File: src/ftb_cfg.svh
/*
  Constants for the flow totalizer and batch block.
  Assumes inclusion by bare name from the top module and its checker.
*/
`ifndef FTB_CFG_SVH
`define FTB_CFG_SVH
`define FTB_CLK_MHZ        250
`define FTB_SEC_NS         1000000000
`define FTB_CLK_NS         4
`define FTB_TICKS_PER_SEC  (`FTB_SEC_NS / `FTB_CLK_NS)
`define FTB_TOTAL_MAX      27'h5F5E0FF
`define FTB_HOURS_MAX      14'h270F
`define FTB_MINSEC_MAX     6'h3B
`define FTB_REG_BATCH      8'h5C
`define FTB_ADDR_TOTAL     8'h01
`define FTB_ADDR_STATUS    8'h02
`define FTB_ADDR_TIME      8'h03
`define FTB_ADDR_REMAIN    8'h04
`define FTB_ADDR_CTRL      8'h05
`define FTB_ADDR_FLOW_TARGET_KEY     8'h06
`define FTB_ADDR_CLEAR     8'h07
`define FTB_ST_OVF_BIT     0
`define FTB_ST_DONE_BIT    1
`define FTB_ST_RUN_BIT     2
`define FTB_ST_VALVE_BIT   3
`define FTB_ST_FROZEN_BIT  4
`endif

File: src/ftb_pkg.sv
/*
  Types for the flow totalizer and batch block.
  Assumes ftb_cfg.svh holds all numeric constants.
*/
package ftb_pkg;
  typedef enum logic [1:0] {
    FTB_NOWRAP,
    FTB_WRAP,
    FTB_WRAPNOTE
  } ftb_wrap_t;

  typedef enum logic [1:0] {
    FTB_IDLE,
    FTB_RUN,
    FTB_DONE
  } ftb_state_t;

  typedef struct packed {
    logic [13:0] hours;
    logic [5:0]  minutes;
    logic [5:0]  seconds;
  } ftb_time_t;

  typedef struct packed {
    logic [7:0]  addr;
    logic [31:0] data;
    logic        wr;
    logic        rd;
  } ftb_bus_t;
endpackage : ftb_pkg
File: src/ftb_flow_totalizer.sv
/*
  Flow totalizer with overflow policy, elapsed timer and batch stop.
  Assumes a 250 MHz clock, a flow sample strobe from same-domain logic,
  a decoded serial command port, and asynchronous front panel keys.
*/
// Function
// - Accumulate total flow since the last clear.
// - Total holds eight digits; digit weight fixed at build.
// - No-wrap build freezes total at maximum until cleared.
// - Wrap build returns total to zero and keeps counting.
// - Wrap-with-notice build wraps and raises overflow flag.
// - Elapsed timer counts to 9999:59:59.
// - Timer zeroes on clear key, serial clear and power loss.
// - Clear key zeroes total at any time.
// - Serial addressed clear command clears the totalizer.
// - Batch target kept across power loss; total clears at power-up.
// - Serial register 92 writes batch target like the panel.
// - Committed nonzero target starts flow when setpoint nonzero.
// - During a batch show remaining quantity and batch time.
// - At target: valve off, done status, timer paused.
// - Clear after completion zeroes total, new batch starts.
// - Raising target above total resumes flow without clear.
// - Batch runs only with nonzero setpoint; zero cancels.
// - Zero target disables batch; total counts without limit.
`timescale 1ns/10ps
`include "ftb_cfg.svh"
module ftb_flow_totalizer #(
  parameter ftb_pkg::ftb_wrap_t WRAP_MODE  = ftb_pkg::FTB_WRAPNOTE,
  parameter int                 LSD_SHIFT  = 4,
  parameter int                 SAMPLE_W   = 16,
  parameter int                 TICKS_SEC  = `FTB_TICKS_PER_SEC
) (
  input  wire logic                clk,
  input  wire logic                rstn,
  input  wire logic                clearKeyPin,
  input  wire logic                sampleValid,
  input  wire logic [SAMPLE_W-1:0] flowSample,
  input  wire logic                serClearCmd,
  input  wire ftb_pkg::ftb_bus_t   bus,
  input  wire logic                nvBatchValid,
  input  wire logic [26:0]         nvBatchValue,
  output logic [31:0]              rdData,
  output logic                     valveEnable,
  output logic                     overflowFlag,
  output logic                     batchDone,
  output logic [26:0]              totalOut,
  output logic [26:0]              remainOut,
  output ftb_pkg::ftb_time_t       elapsedOut,
  output logic                     nvWriteStrobe,
  output logic [26:0]              nvWriteValue
);

  localparam int ACC_W = 27 + LSD_SHIFT;

  logic                   rstSync1_r;
  logic                   rstSync2_r;
  logic                   keySync1_r;
  logic                   keySync2_r;
  logic                   keyPrev_r;
  logic                   clearPulse;
  logic [ACC_W-1:0]       residue_r;
  logic [26:0]            total_r;
  logic [26:0]            batch_r;
  logic [15:0]            setpoint_r;
  logic                   frozen_r;
  logic [31:0]            secDiv_r;
  ftb_pkg::ftb_time_t     time_r;
  ftb_pkg::ftb_state_t    state_r;
  logic                   tgtCommit;
  logic [ACC_W-1:0]       addSum;
  logic [26:0]            addWhole;
  logic [27:0]            newTotal;
  logic                   timerRun;

  function automatic logic [26:0] ftbSat(input logic [27:0] v);
    ftbSat = (v > 28'(`FTB_TOTAL_MAX)) ? `FTB_TOTAL_MAX : v[26:0];
  endfunction : ftbSat

  // Reset release through two flops
  always_ff @(posedge clk or negedge rstn) begin
    if (!rstn) begin
      rstSync1_r <= 1'b0;
      rstSync2_r <= 1'b0;
    end else begin
      rstSync1_r <= 1'b1;
      rstSync2_r <= rstSync1_r;
    end
  end

  // Clear key synchroniser and edge detect
  always_ff @(posedge clk or negedge rstSync2_r) begin
    if (!rstSync2_r) begin
      keySync1_r <= 1'b0;
      keySync2_r <= 1'b0;
      keyPrev_r  <= 1'b0;
    end else begin
      keySync1_r <= clearKeyPin;
      keySync2_r <= keySync1_r;
      keyPrev_r  <= keySync2_r;
    end
  end

  wire logic busClear = bus.wr && (bus.addr == `FTB_ADDR_CLEAR);
  assign clearPulse = (keySync2_r && !keyPrev_r)
                    || serClearCmd || busClear;
  assign tgtCommit  = bus.wr && (bus.addr == `FTB_REG_BATCH);

  // Setpoint from bus writes to the flow target key address only
  always_ff @(posedge clk or negedge rstSync2_r) begin
    if (!rstSync2_r)
      setpoint_r <= 16'h0000;
    else if (bus.wr && bus.addr == `FTB_ADDR_FLOW_TARGET_KEY)
      setpoint_r <= bus.data[15:0];
  end

  // Batch target, reloaded from non-volatile store after power-up
  always_ff @(posedge clk or negedge rstSync2_r) begin
    if (!rstSync2_r)
      batch_r <= 27'h0000000;
    else if (tgtCommit)
      batch_r <= ftbSat({1'b0, bus.data[26:0]});
    else if (nvBatchValid)
      batch_r <= nvBatchValue;
  end

  always_ff @(posedge clk or negedge rstSync2_r) begin
    if (!rstSync2_r) begin
      nvWriteStrobe <= 1'b0;
      nvWriteValue  <= 27'h0000000;
    end else begin
      nvWriteStrobe <= tgtCommit;
      if (tgtCommit)
        nvWriteValue <= ftbSat({1'b0, bus.data[26:0]});
    end
  end

  // Scaled sample plus residue
  assign addSum   = residue_r + ACC_W'(flowSample);
  assign addWhole = 27'(addSum >> LSD_SHIFT);
  assign newTotal = {1'b0, total_r} + {1'b0, addWhole};

  always_ff @(posedge clk or negedge rstSync2_r) begin
    if (!rstSync2_r) begin
      residue_r    <= '0;
      total_r      <= 27'h0000000;
      frozen_r     <= 1'b0;
      overflowFlag <= 1'b0;
    end else if (clearPulse) begin
      residue_r    <= '0;
      total_r      <= 27'h0000000;
      frozen_r     <= 1'b0;
      overflowFlag <= 1'b0;
    end else if (sampleValid && valveEnable && !frozen_r) begin
      residue_r <= addSum & ACC_W'((1 << LSD_SHIFT) - 1);
      if (newTotal > 28'(`FTB_TOTAL_MAX)) begin
        case (WRAP_MODE)
          ftb_pkg::FTB_NOWRAP: begin
            total_r  <= `FTB_TOTAL_MAX;
            frozen_r <= 1'b1;
          end
          ftb_pkg::FTB_WRAP: begin
            total_r <= 27'(newTotal - 28'(`FTB_TOTAL_MAX) - 28'h1);
          end
          default: begin
            total_r      <= 27'(newTotal - 28'(`FTB_TOTAL_MAX) - 28'h1);
            overflowFlag <= 1'b1;
          end
        endcase
      end else begin
        total_r <= newTotal[26:0];
      end
    end
  end

  // Batch sequencing
  always_ff @(posedge clk or negedge rstSync2_r) begin
    if (!rstSync2_r) begin
      state_r <= ftb_pkg::FTB_IDLE;
    end else begin
      case (state_r)
        ftb_pkg::FTB_IDLE: begin
          if (batch_r != 27'h0 && setpoint_r != 16'h0)
            state_r <= ftb_pkg::FTB_RUN;
        end
        ftb_pkg::FTB_RUN: begin
          if (batch_r == 27'h0 || setpoint_r == 16'h0)
            state_r <= ftb_pkg::FTB_IDLE;
          else if (total_r >= batch_r && !clearPulse)
            state_r <= ftb_pkg::FTB_DONE;
        end
        ftb_pkg::FTB_DONE: begin
          if (batch_r == 27'h0)
            state_r <= ftb_pkg::FTB_IDLE;
          else if (clearPulse || batch_r > total_r)
            state_r <= ftb_pkg::FTB_RUN;
        end
        default: state_r <= ftb_pkg::FTB_IDLE;
      endcase
    end
  end

  // Valve gating
  always_ff @(posedge clk or negedge rstSync2_r) begin
    if (!rstSync2_r)
      valveEnable <= 1'b0;
    else if (setpoint_r == 16'h0)
      valveEnable <= 1'b0;
    else if (batch_r == 27'h0)
      valveEnable <= 1'b1;
    else
      valveEnable <= (total_r < batch_r) || clearPulse;
  end

  always_ff @(posedge clk or negedge rstSync2_r) begin
    if (!rstSync2_r)
      batchDone <= 1'b0;
    else
      batchDone <= (state_r == ftb_pkg::FTB_DONE);
  end

  // Elapsed timer, paused once a batch completes
  assign timerRun = (state_r != ftb_pkg::FTB_DONE);

  always_ff @(posedge clk or negedge rstSync2_r) begin
    if (!rstSync2_r) begin
      secDiv_r <= 32'h00000000;
      time_r   <= '0;
    end else if (clearPulse) begin
      secDiv_r <= 32'h00000000;
      time_r   <= '0;
    end else if (timerRun) begin
      if (secDiv_r == 32'(TICKS_SEC - 1)) begin
        secDiv_r <= 32'h00000000;
        if (time_r.seconds != `FTB_MINSEC_MAX) begin
          time_r.seconds <= time_r.seconds + 6'h01;
        end else if (time_r.minutes != `FTB_MINSEC_MAX) begin
          time_r.seconds <= 6'h00;
          time_r.minutes <= time_r.minutes + 6'h01;
        end else if (time_r.hours != `FTB_HOURS_MAX) begin
          time_r.seconds <= 6'h00;
          time_r.minutes <= 6'h00;
          time_r.hours   <= time_r.hours + 14'h0001;
        end
      end else begin
        secDiv_r <= secDiv_r + 32'h00000001;
      end
    end
  end

  // Presented values
  always_ff @(posedge clk or negedge rstSync2_r) begin
    if (!rstSync2_r) begin
      totalOut   <= 27'h0000000;
      remainOut  <= 27'h0000000;
      elapsedOut <= '0;
    end else begin
      totalOut   <= total_r;
      remainOut  <= (total_r >= batch_r) ? 27'h0000000
                                         : batch_r - total_r;
      elapsedOut <= time_r;
    end
  end

  // Register read port, data one cycle after strobe
  always_ff @(posedge clk or negedge rstSync2_r) begin
    if (!rstSync2_r) begin
      rdData <= 32'h00000000;
    end else if (bus.rd) begin
      case (bus.addr)
        `FTB_ADDR_TOTAL:  rdData <= {5'h00, total_r};
        `FTB_REG_BATCH:   rdData <= {5'h00, batch_r};
        `FTB_ADDR_REMAIN: rdData <= {5'h00, remainOut};
        `FTB_ADDR_TIME:   rdData <= {6'h00, time_r};
        `FTB_ADDR_FLOW_TARGET_KEY:  rdData <= {16'h0000, setpoint_r};
        `FTB_ADDR_STATUS: begin
          rdData <= 32'h00000000;
          rdData[`FTB_ST_OVF_BIT]    <= overflowFlag;
          rdData[`FTB_ST_DONE_BIT]   <= batchDone;
          rdData[`FTB_ST_RUN_BIT]    <= (state_r == ftb_pkg::FTB_RUN);
          rdData[`FTB_ST_VALVE_BIT]  <= valveEnable;
          rdData[`FTB_ST_FROZEN_BIT] <= frozen_r;
        end
        default: rdData <= 32'h00000000;
      endcase
    end else begin
      rdData <= 32'h00000000;
    end
  end

endmodule : ftb_flow_totalizer

File: config.mk
export PLATFORM = sky130hd
export DESIGN_NAME = ftb_flow_totalizer
export DESIGN_NICKNAME = d
export VERILOG_FILES = /design/src/ftb_pkg.sv /design/src/ftb_flow_totalizer.sv
export VERILOG_INCLUDE_DIRS = /design/src
export SDC_FILE = /design/constraint.sdc
export NUM_CORES = 1
export LEC_CHECK = 0
export BUFFER_PORTS_ARGS = -buffer_cell sky130_fd_sc_hd__buf_2
export CAP_MARGIN = 20
export CELL_PAD_IN_SITES_DETAIL_PLACEMENT = 1
export CELL_PAD_IN_SITES_GLOBAL_PLACEMENT = 1
export CORE_ASPECT_RATIO = 1.2
export CORE_MARGIN = 3
export CORE_UTILIZATION = 40
export CTS_CLUSTER_SIZE = 16
export DETAILED_ROUTE_END_ITERATION = 6
export PLACE_DENSITY_LB_ADDON = 0.08
export SYNTH_ARGS = -nofsm -noshare
export SYNTH_HDL_FRONTEND = slang
export SYNTH_SLANG_ARGS = --single-unit
File: constraint.sdc
create_clock -name clk -period 9.5 [get_ports clk]
set_input_delay 1.9 -clock clk [delete_from_list [all_inputs] [get_ports clk]]
set_output_delay 1.9 -clock clk [all_outputs]
set_load 0.02 [all_outputs]
==> results of run 1 <==
==> kinds of logic after synthesis <==
| family | count (synthesis) | synth area share [%] |
|---|---|---|
| flops | 277 | 48.5 |
| other cells | 2 | 0.0525 |
| fa+ha+maj | 53 | 4.80 |
| xor+xnor | 88 | 5.39 |
| buf+inv | 117 | 3.26 |
| compound gates | 330 | 15.3 |
| mux | 50 | 3.63 |
| simple gates | 578 | 19.1 |
==> cell type report <==
class,count,area share [%]
Clock inverter,14,1.30
Multi-Input combinational cell,1105,40.9
Clock buffer,39,4.97
Tap cell,462,3.40
Timing Repair Buffer,240,7.40
Sequential cell,277,40.8
Inverter,55,1.22
==> Yosys cell counts, types with 11 or more instances <==
master	count
a21o_1	22
a21oi_1	98
a222oi_1	27
a31oi_1	23
and3_1	28
clkbuf_1	51
dfrtp_1	277
ha_1	50
inv_1	53
mux2_2	14
mux2i_1	35
nand2_1	174
nand2b_1	11
nand3_1	41
nand4_1	26
nor2_1	180
nor3_1	25
nor4_1	24
o21ai_0	67
or3_1	12
xnor2_1	39
xor2_1	49
==> per-layer routing <==
layer  share of wire (%)  track usage, %  vias to the layer above
met5                   0               0                        -
met1                  43            33.1                     6216
met3                 4.9            3.50                       73
met4                 3.1            7.69                        0
met2                  49            42.5                      314
li1                    -               -                     5748
==> metrics by stage <==
stage | instances | power, uW | setup slack [ps]
finish | 2192 | 3170 | 2380
global route | 2192 | 3310 | 1990
CTS | 2192 | 3200 | 2460
detailed placement | 2139 | 1920 | 1960
global placement | 2139 | 1910 | 2160
floorplan | 1499 | 1700 | 1210
==> power groups by stage <==
stage	Sequential, uW	Combinational [uW]	Clock (uW)
after floorplan	1410	298	0
after global placement	1380	533	0
after detailed placement	1380	546	0
after CTS	1360	551	1290
after global routing	1370	610	1340
final	1360	547	1260
==> worst reg2reg max path, stage by stage, from the launching register on <==
cell	delay, ps
dfrtp_1	350
ha_1	170
inv_1	60
fa_1	370
nor2b_1	160
o21ai_0	120
nand2b_1	130
xor2_1	220
ha_1	280
inv_1	80
fa_1	420
nand2b_1	200
a211oi_2	450
nor2_1	150
o21ai_0	220
xnor2_1	190
ha_1	230
inv_1	130
a2111oi_4	70
o41a_2	530
o21ai_2	230
a21o_1	480
a21oi_1	170
or4_1	430
a21oi_1	150
==> flip-flops by register name, summed over array words and instances, names as in the netlist <==
| name | cells |
|---|---|
| keySync2_r | 1 |
| elapsedOut | 26 |
| total_r | 27 |
| rstSync1_r | 1 |
| secDiv_r | 32 |
| time_r | 26 |
| keySync1_r | 1 |
| state_r | 2 |
| batch_r | 27 |
| keyPrev_r | 1 |
| totalOut | 27 |
| valveEnable | 1 |
| batchDone | 1 |
| overflowFlag | 1 |
| setpoint_r | 16 |
| remainOut | 27 |
| rdData | 27 |
| nvWriteStrobe | 1 |
| residue_r | 4 |
| nvWriteValue | 27 |
| rstSync2_r | 1 |
==> worst paths after layout <==
kind                               start          endpoint  cells past startpoint
max                        flowSample[0]       total_r[14]                     25
min                           rstSync1_r        rstSync2_r                      0
max reg2reg                 residue_r[0]       total_r[14]                     24
min reg2reg                   rstSync1_r        rstSync2_r                      0
max in group asynchronous     rstSync2_r        time_r[17]                      1
min in group asynchronous     rstSync2_r  nvWriteValue[18]                      0
==> results.py, run 1 <==
metrics = {
    "outcome": {
        "status": "finished with violations",
        "violations": "design-rule violations",
    },
    "global_routing": {
        "grt_usage_pct": 25.0,
        "grt_pass1_vias": 12900,
        "grt_pass1_wl_mm": 74.1,
        "antenna_found_initial": 0,
        "grt_start_max_net_pins": 164,
        "globalRouteOverflowTotal": 0,
    },
    "timing": {
        "max_freq_ghz": 0.140,
        "worst_pin_slew_ps": 940,
        "finalSetupViolations": 0,
        "hold_viol_final": 0,
        "timing.setup.tns_ps": 0,
        "slew_headroom_pct": 37.3,
        "min_period_ps": 7120,
        "rsz0062_at_grt": "false",
        "final.period_utilization_pct": 75.0,
        "fin_skew_ps": 14.5,
        "finalHoldWorstSlack_ps": 360,
        "finalMaxSlewViolations": 0,
    },
    "clocking": {
        "clkSlewWorstSetupHoldPaths_ps": 60,
        "clockRootBuffer": "clkbuf_16",
        "cts_setup_buffers": 0,
        "cts_buffers": 30,
        "worstSkewPairLatency_ps": 570,
        "cts_buffer_depth": 3,
        "htree_levels": 1,
        "hold_buffers": 0,
        "clock-sinks": 277,
        "post_cts_resized": 0,
        "cts_tree": "built",
    },
    "drt": {
        "first_pass_iters": 7,
        "dr_total_vias": 12400,
        "drt-vias-per-instance": 5.63,
        "wl_mm": 47.9,
        "drc_errors": 4,
        "wl_per_cell_um": 21.9,
        "final_antenna_net_count": 0,
        "first_iter_violations": 851,
    },
    "critical_path": {
        "reg2reg_slack_ps": 3430,
        "crit_type": "in2reg",
        "cp_slowest_cell": "o41a_2",
        "cp-start-kind": "primary input",
        "critPathArrivalTime_ps": 7610,
        "path_buf_inv": 4,
        "crit_fanout": 12,
        "cp_top_family": "compound AO/OA/AOI/OAI gates",
        "end_kind": "register",
        "critical_path_required_ps": 9990,
        "critPathMaxStageDelay_ps": 530,
    },
    "pwr": {
        "ir_drop_v": 0.000134,
        "p_switching_uw": 949,
        "p_sw_share_pct": 30.0,
        "p_leak_uw": 0.00800,
        "p_clk_share_pct": 39.8,
        "comb_power_share_pct": 17.3,
        "seqPwrFrac_pct": 42.9,
        "p_int_uw": 2220,
        "p_per_area_mw_per_mm2": 186,
    },
    "run": {
        "drv_cap": 0,
    },
    "synth": {
        "synth_flop_cell": "dfrtp_1",
        "yosys-top-cells-area": "dfrtp_1, nor2_1, nand2_1, ha_1, a21oi_1",
        "synth_edf_count": 0,
        "async_flop_share_pct": 100,
        "ys_ff_latch": 277,
        "yosys_warnings": 0,
        "syn_area_per_cell_um2": 9.56,
        "synthDistinctLibCells": 80,
        "synthDominantCellAreaShare_pct": 48.5,
        "synth_top_cell_by_area": "dfrtp_1",
        "seq_area_frac_synth_pct": 48.5,
        "synth_cells": 1495,
        "syn-cell-area_mm2": 0.0143,
    },
    "final_layout": {
        "multiInputGateArea_mm2": 0.00695,
        "regArea_mm2": 0.00694,
        "drive_gt1_share_pct": 19.4,
        "layout_common_cells": "dfrtp_1, buf_2, nor2_1",
        "area_growth_syn_to_layout_pct": 18.8,
        "nets": 1853,
        "final_common_cell": "dfrtp_1",
        "antennaDiodeCount": 0,
        "fin_area_mm2": 0.0170,
        "nFillCells": 4044,
        "utilization_pct": 48.4,
    },
    "placed_design": {
        "gp_congestion": 0.901,
        "place_area_mm2": 0.0159,
        "port_buffers": 223,
        "dp_hpwl_mm": 35.9,
    },
    "floorplan": {
        "core_area_mm2": 0.0351,
        "die_width_um": 179,
        "die_area_mm2": 0.0381,
        "num_io_pins": 234,
        "rows": 75,
        "initial_utilization_pct": 40.7,
        "die_h_um": 213,
    },
    "hold_path": {
        "holdCritPathClass": "reg2reg",
    },
}
Power figures use the tool's default switching activity.
==> run 2: changes to the inputs <==
==> constraint.sdc (replaced) <==
create_clock -name clk -period 6.8 [get_ports clk]
set_input_delay 1.36 -clock clk [delete_from_list [all_inputs] [get_ports clk]]
set_output_delay 1.36 -clock clk [all_outputs]
set_load 0.02 [all_outputs]
==> run 2 against run 1 <==
The run now ends clean. Sequential power is 39% higher. Die area stayed put. Highest routed layer is now met5. Global-route usage is 0.14 points lower. Clock skew is 16 ps higher. Clock power is 36% higher. Routed wire length is 0.65% lower. Largest power group unchanged. Critical path depth is 1 higher. First-iteration DRC count is 0.35% higher. Hold slack worse by 17 ps. Critical path type unchanged. Worst setup slack worse by 1800 ps.
==> results.py, run 2 (synthesized netlist as in run 1, its figures left out) <==
metrics = {
    "timing": {
        "rsz0062_at_grt": "false",
        "fin_skew_ps": 30.1,
        "slew_headroom_pct": 30.0,
        "max_freq_ghz": 0.161,
        "finalMaxSlewViolations": 0,
        "worst_pin_slew_ps": 1050,
        "finalSetupViolations": 0,
        "min_period_ps": 6200,
        "timing.setup.tns_ps": 0,
        "final.period_utilization_pct": 91.1,
        "hold_viol_final": 0,
    },
    "critical_path": {
        "reg2regPathDepth": 25,
        "cp_top_family": "simple AND/OR/NAND/NOR gates",
        "reg2reg_to": "total_r[16]",
        "cp-start-kind": "primary input",
        "reg2reg_slack_ps": 1120,
        "critPathMaxStageDelay_ps": 520,
        "end_kind": "register",
        "cp_slowest_cell": "o41a_2",
        "critical_path_required_ps": 7280,
        "crit_type": "in2reg",
        "critPathArrivalTime_ps": 6670,
        "timing.rr.start": "residue_r[0]",
        "path_buf_inv": 4,
        "crit_fanout": 8,
    },
    "drt": {
        "first_pass_iters": 6,
        "wl_mm": 47.6,
        "first_iter_violations": 854,
        "drt-vias-per-instance": 5.60,
        "final_antenna_net_count": 0,
        "wl_per_cell_um": 21.6,
        "drc_errors": 0,
        "dr_total_vias": 12300,
    },
    "clocking": {
        "cts_buffer_depth": 3,
        "post_cts_resized": 0,
        "htree_levels": 1,
        "worstSkewPairLatency_ps": 580,
        "cts_tree": "built",
        "clkSlewWorstSetupHoldPaths_ps": 60,
        "hold_buffers": 0,
        "clock-sinks": 277,
        "clockRootBuffer": "clkbuf_16",
        "cts_setup_buffers": 0,
        "cts_buffers": 30,
    },
    "hold_path": {
        "holdCritPathClass": "reg2async",
    },
    "final_layout": {
        "drive_gt1_share_pct": 19.9,
        "regMostFlops": "secDiv_r",
        "antennaDiodeCount": 0,
        "layout_common_cells": "dfrtp_1, buf_2, nor2_1",
        "final_common_cell": "dfrtp_1",
        "regArea_mm2": 0.00694,
        "multiInputGateArea_mm2": 0.00695,
        "nets": 1861,
        "area_growth_syn_to_layout_pct": 19.0,
        "largest_reg_flops": 32,
        "nFillCells": 4094,
        "fin_cells": 2203,
    },
    "placed_design": {
        "gp_congestion": 0.898,
        "port_buffers": 223,
        "dp_cells": 2147,
        "dp_hpwl_mm": 35.6,
    },
    "global_routing": {
        "globalRouteOverflowTotal": 0,
        "grt_pass1_vias": 12800,
        "grt_start_max_net_pins": 174,
        "antenna_found_initial": 2,
        "grt_pass1_wl_mm": 73.8,
        "grt_usage_pct": 24.8,
    },
    "floorplan": {
        "core_area_mm2": 0.0351,
        "initial_utilization_pct": 40.7,
        "num_io_pins": 234,
        "die_width_um": 179,
        "rows": 75,
        "die_area_mm2": 0.0381,
        "die_h_um": 213,
    },
    "outcome": {
        "status": "finished, final reports clean",
    },
    "pwr": {
        "p_per_area_mw_per_mm2": 257,
        "ir_drop_v": 0.000206,
        "p_leak_uw": 0.00802,
    },
    "run": {
        "drv_cap": 0,
    },
}
## run 2: cell types whose count changed in the layout (fill, tap and decap cells not counted)
cell and delta:
buf_4 +8, clkbuf_8 -4, clkinv_2 +4, clkinvlp_4 +2
inv_6 +2, bufinv_16 -1, clkbuf_1 -1, clkinv_4 +1
## run 2: layout make-up
class / count / area share [%]
Multi-Input combinational cell: 1105 / 40.8
Sequential cell: 277 / 40.8
Timing Repair Buffer: 248 / 7.73
Clock buffer: 34 / 4.62
Tap cell: 462 / 3.40
Clock inverter: 22 / 1.48
Inverter: 55 / 1.21
## run 2: metal layers
metal | vias to the layer above | part of all wire, % | wire [um] | global-route usage (%)
met2 | 300 | 48 | 23000 | 41.7
met3 | 80 | 5.3 | 2510 | 4.25
li1 | 5769 | - | - | -
met5 | - | 0.048 | 23 | 0
met4 | 4 | 3.7 | 1740 | 8.74
met1 | 6193 | 43 | 20300 | 32.4
## run 2: power by group
group	internal [uW]	total, uW	switching [uW]
Clock	992	1710	718
Sequential	1760	1890	136
Combinational	278	769	491
## run 2: stage by stage
stage | utilization [%] | setup slack (ps) | power, uW | instance area, um^2 | hold slack, ps
after floorplan | - | 828 | 2380 | 14300 | 331
after global placement | 45.5 | 207 | 2670 | 16000 | 338
after detailed placement | 45.5 | 64.5 | 2690 | 16000 | 336
after CTS | 48.5 | 639 | 4420 | 17000 | 351
after global routing | 48.5 | 153 | 4590 | 17000 | 357
final | 48.5 | 604 | 4370 | 17000 | 343
## run 2: how the worst max path moves through the flow
stage                              from  cells past startpoint     endpoint  slack (ps)
after floorplan           flowSample[0]                     24  total_r[16]         830
after global placement    flowSample[0]                     23  total_r[16]         210
after detailed placement  flowSample[0]                     26  total_r[16]          60
after CTS                 flowSample[0]                     26  total_r[16]         640
after global routing      flowSample[0]                     23  total_r[16]         150
final                     flowSample[0]                     26  total_r[16]         600
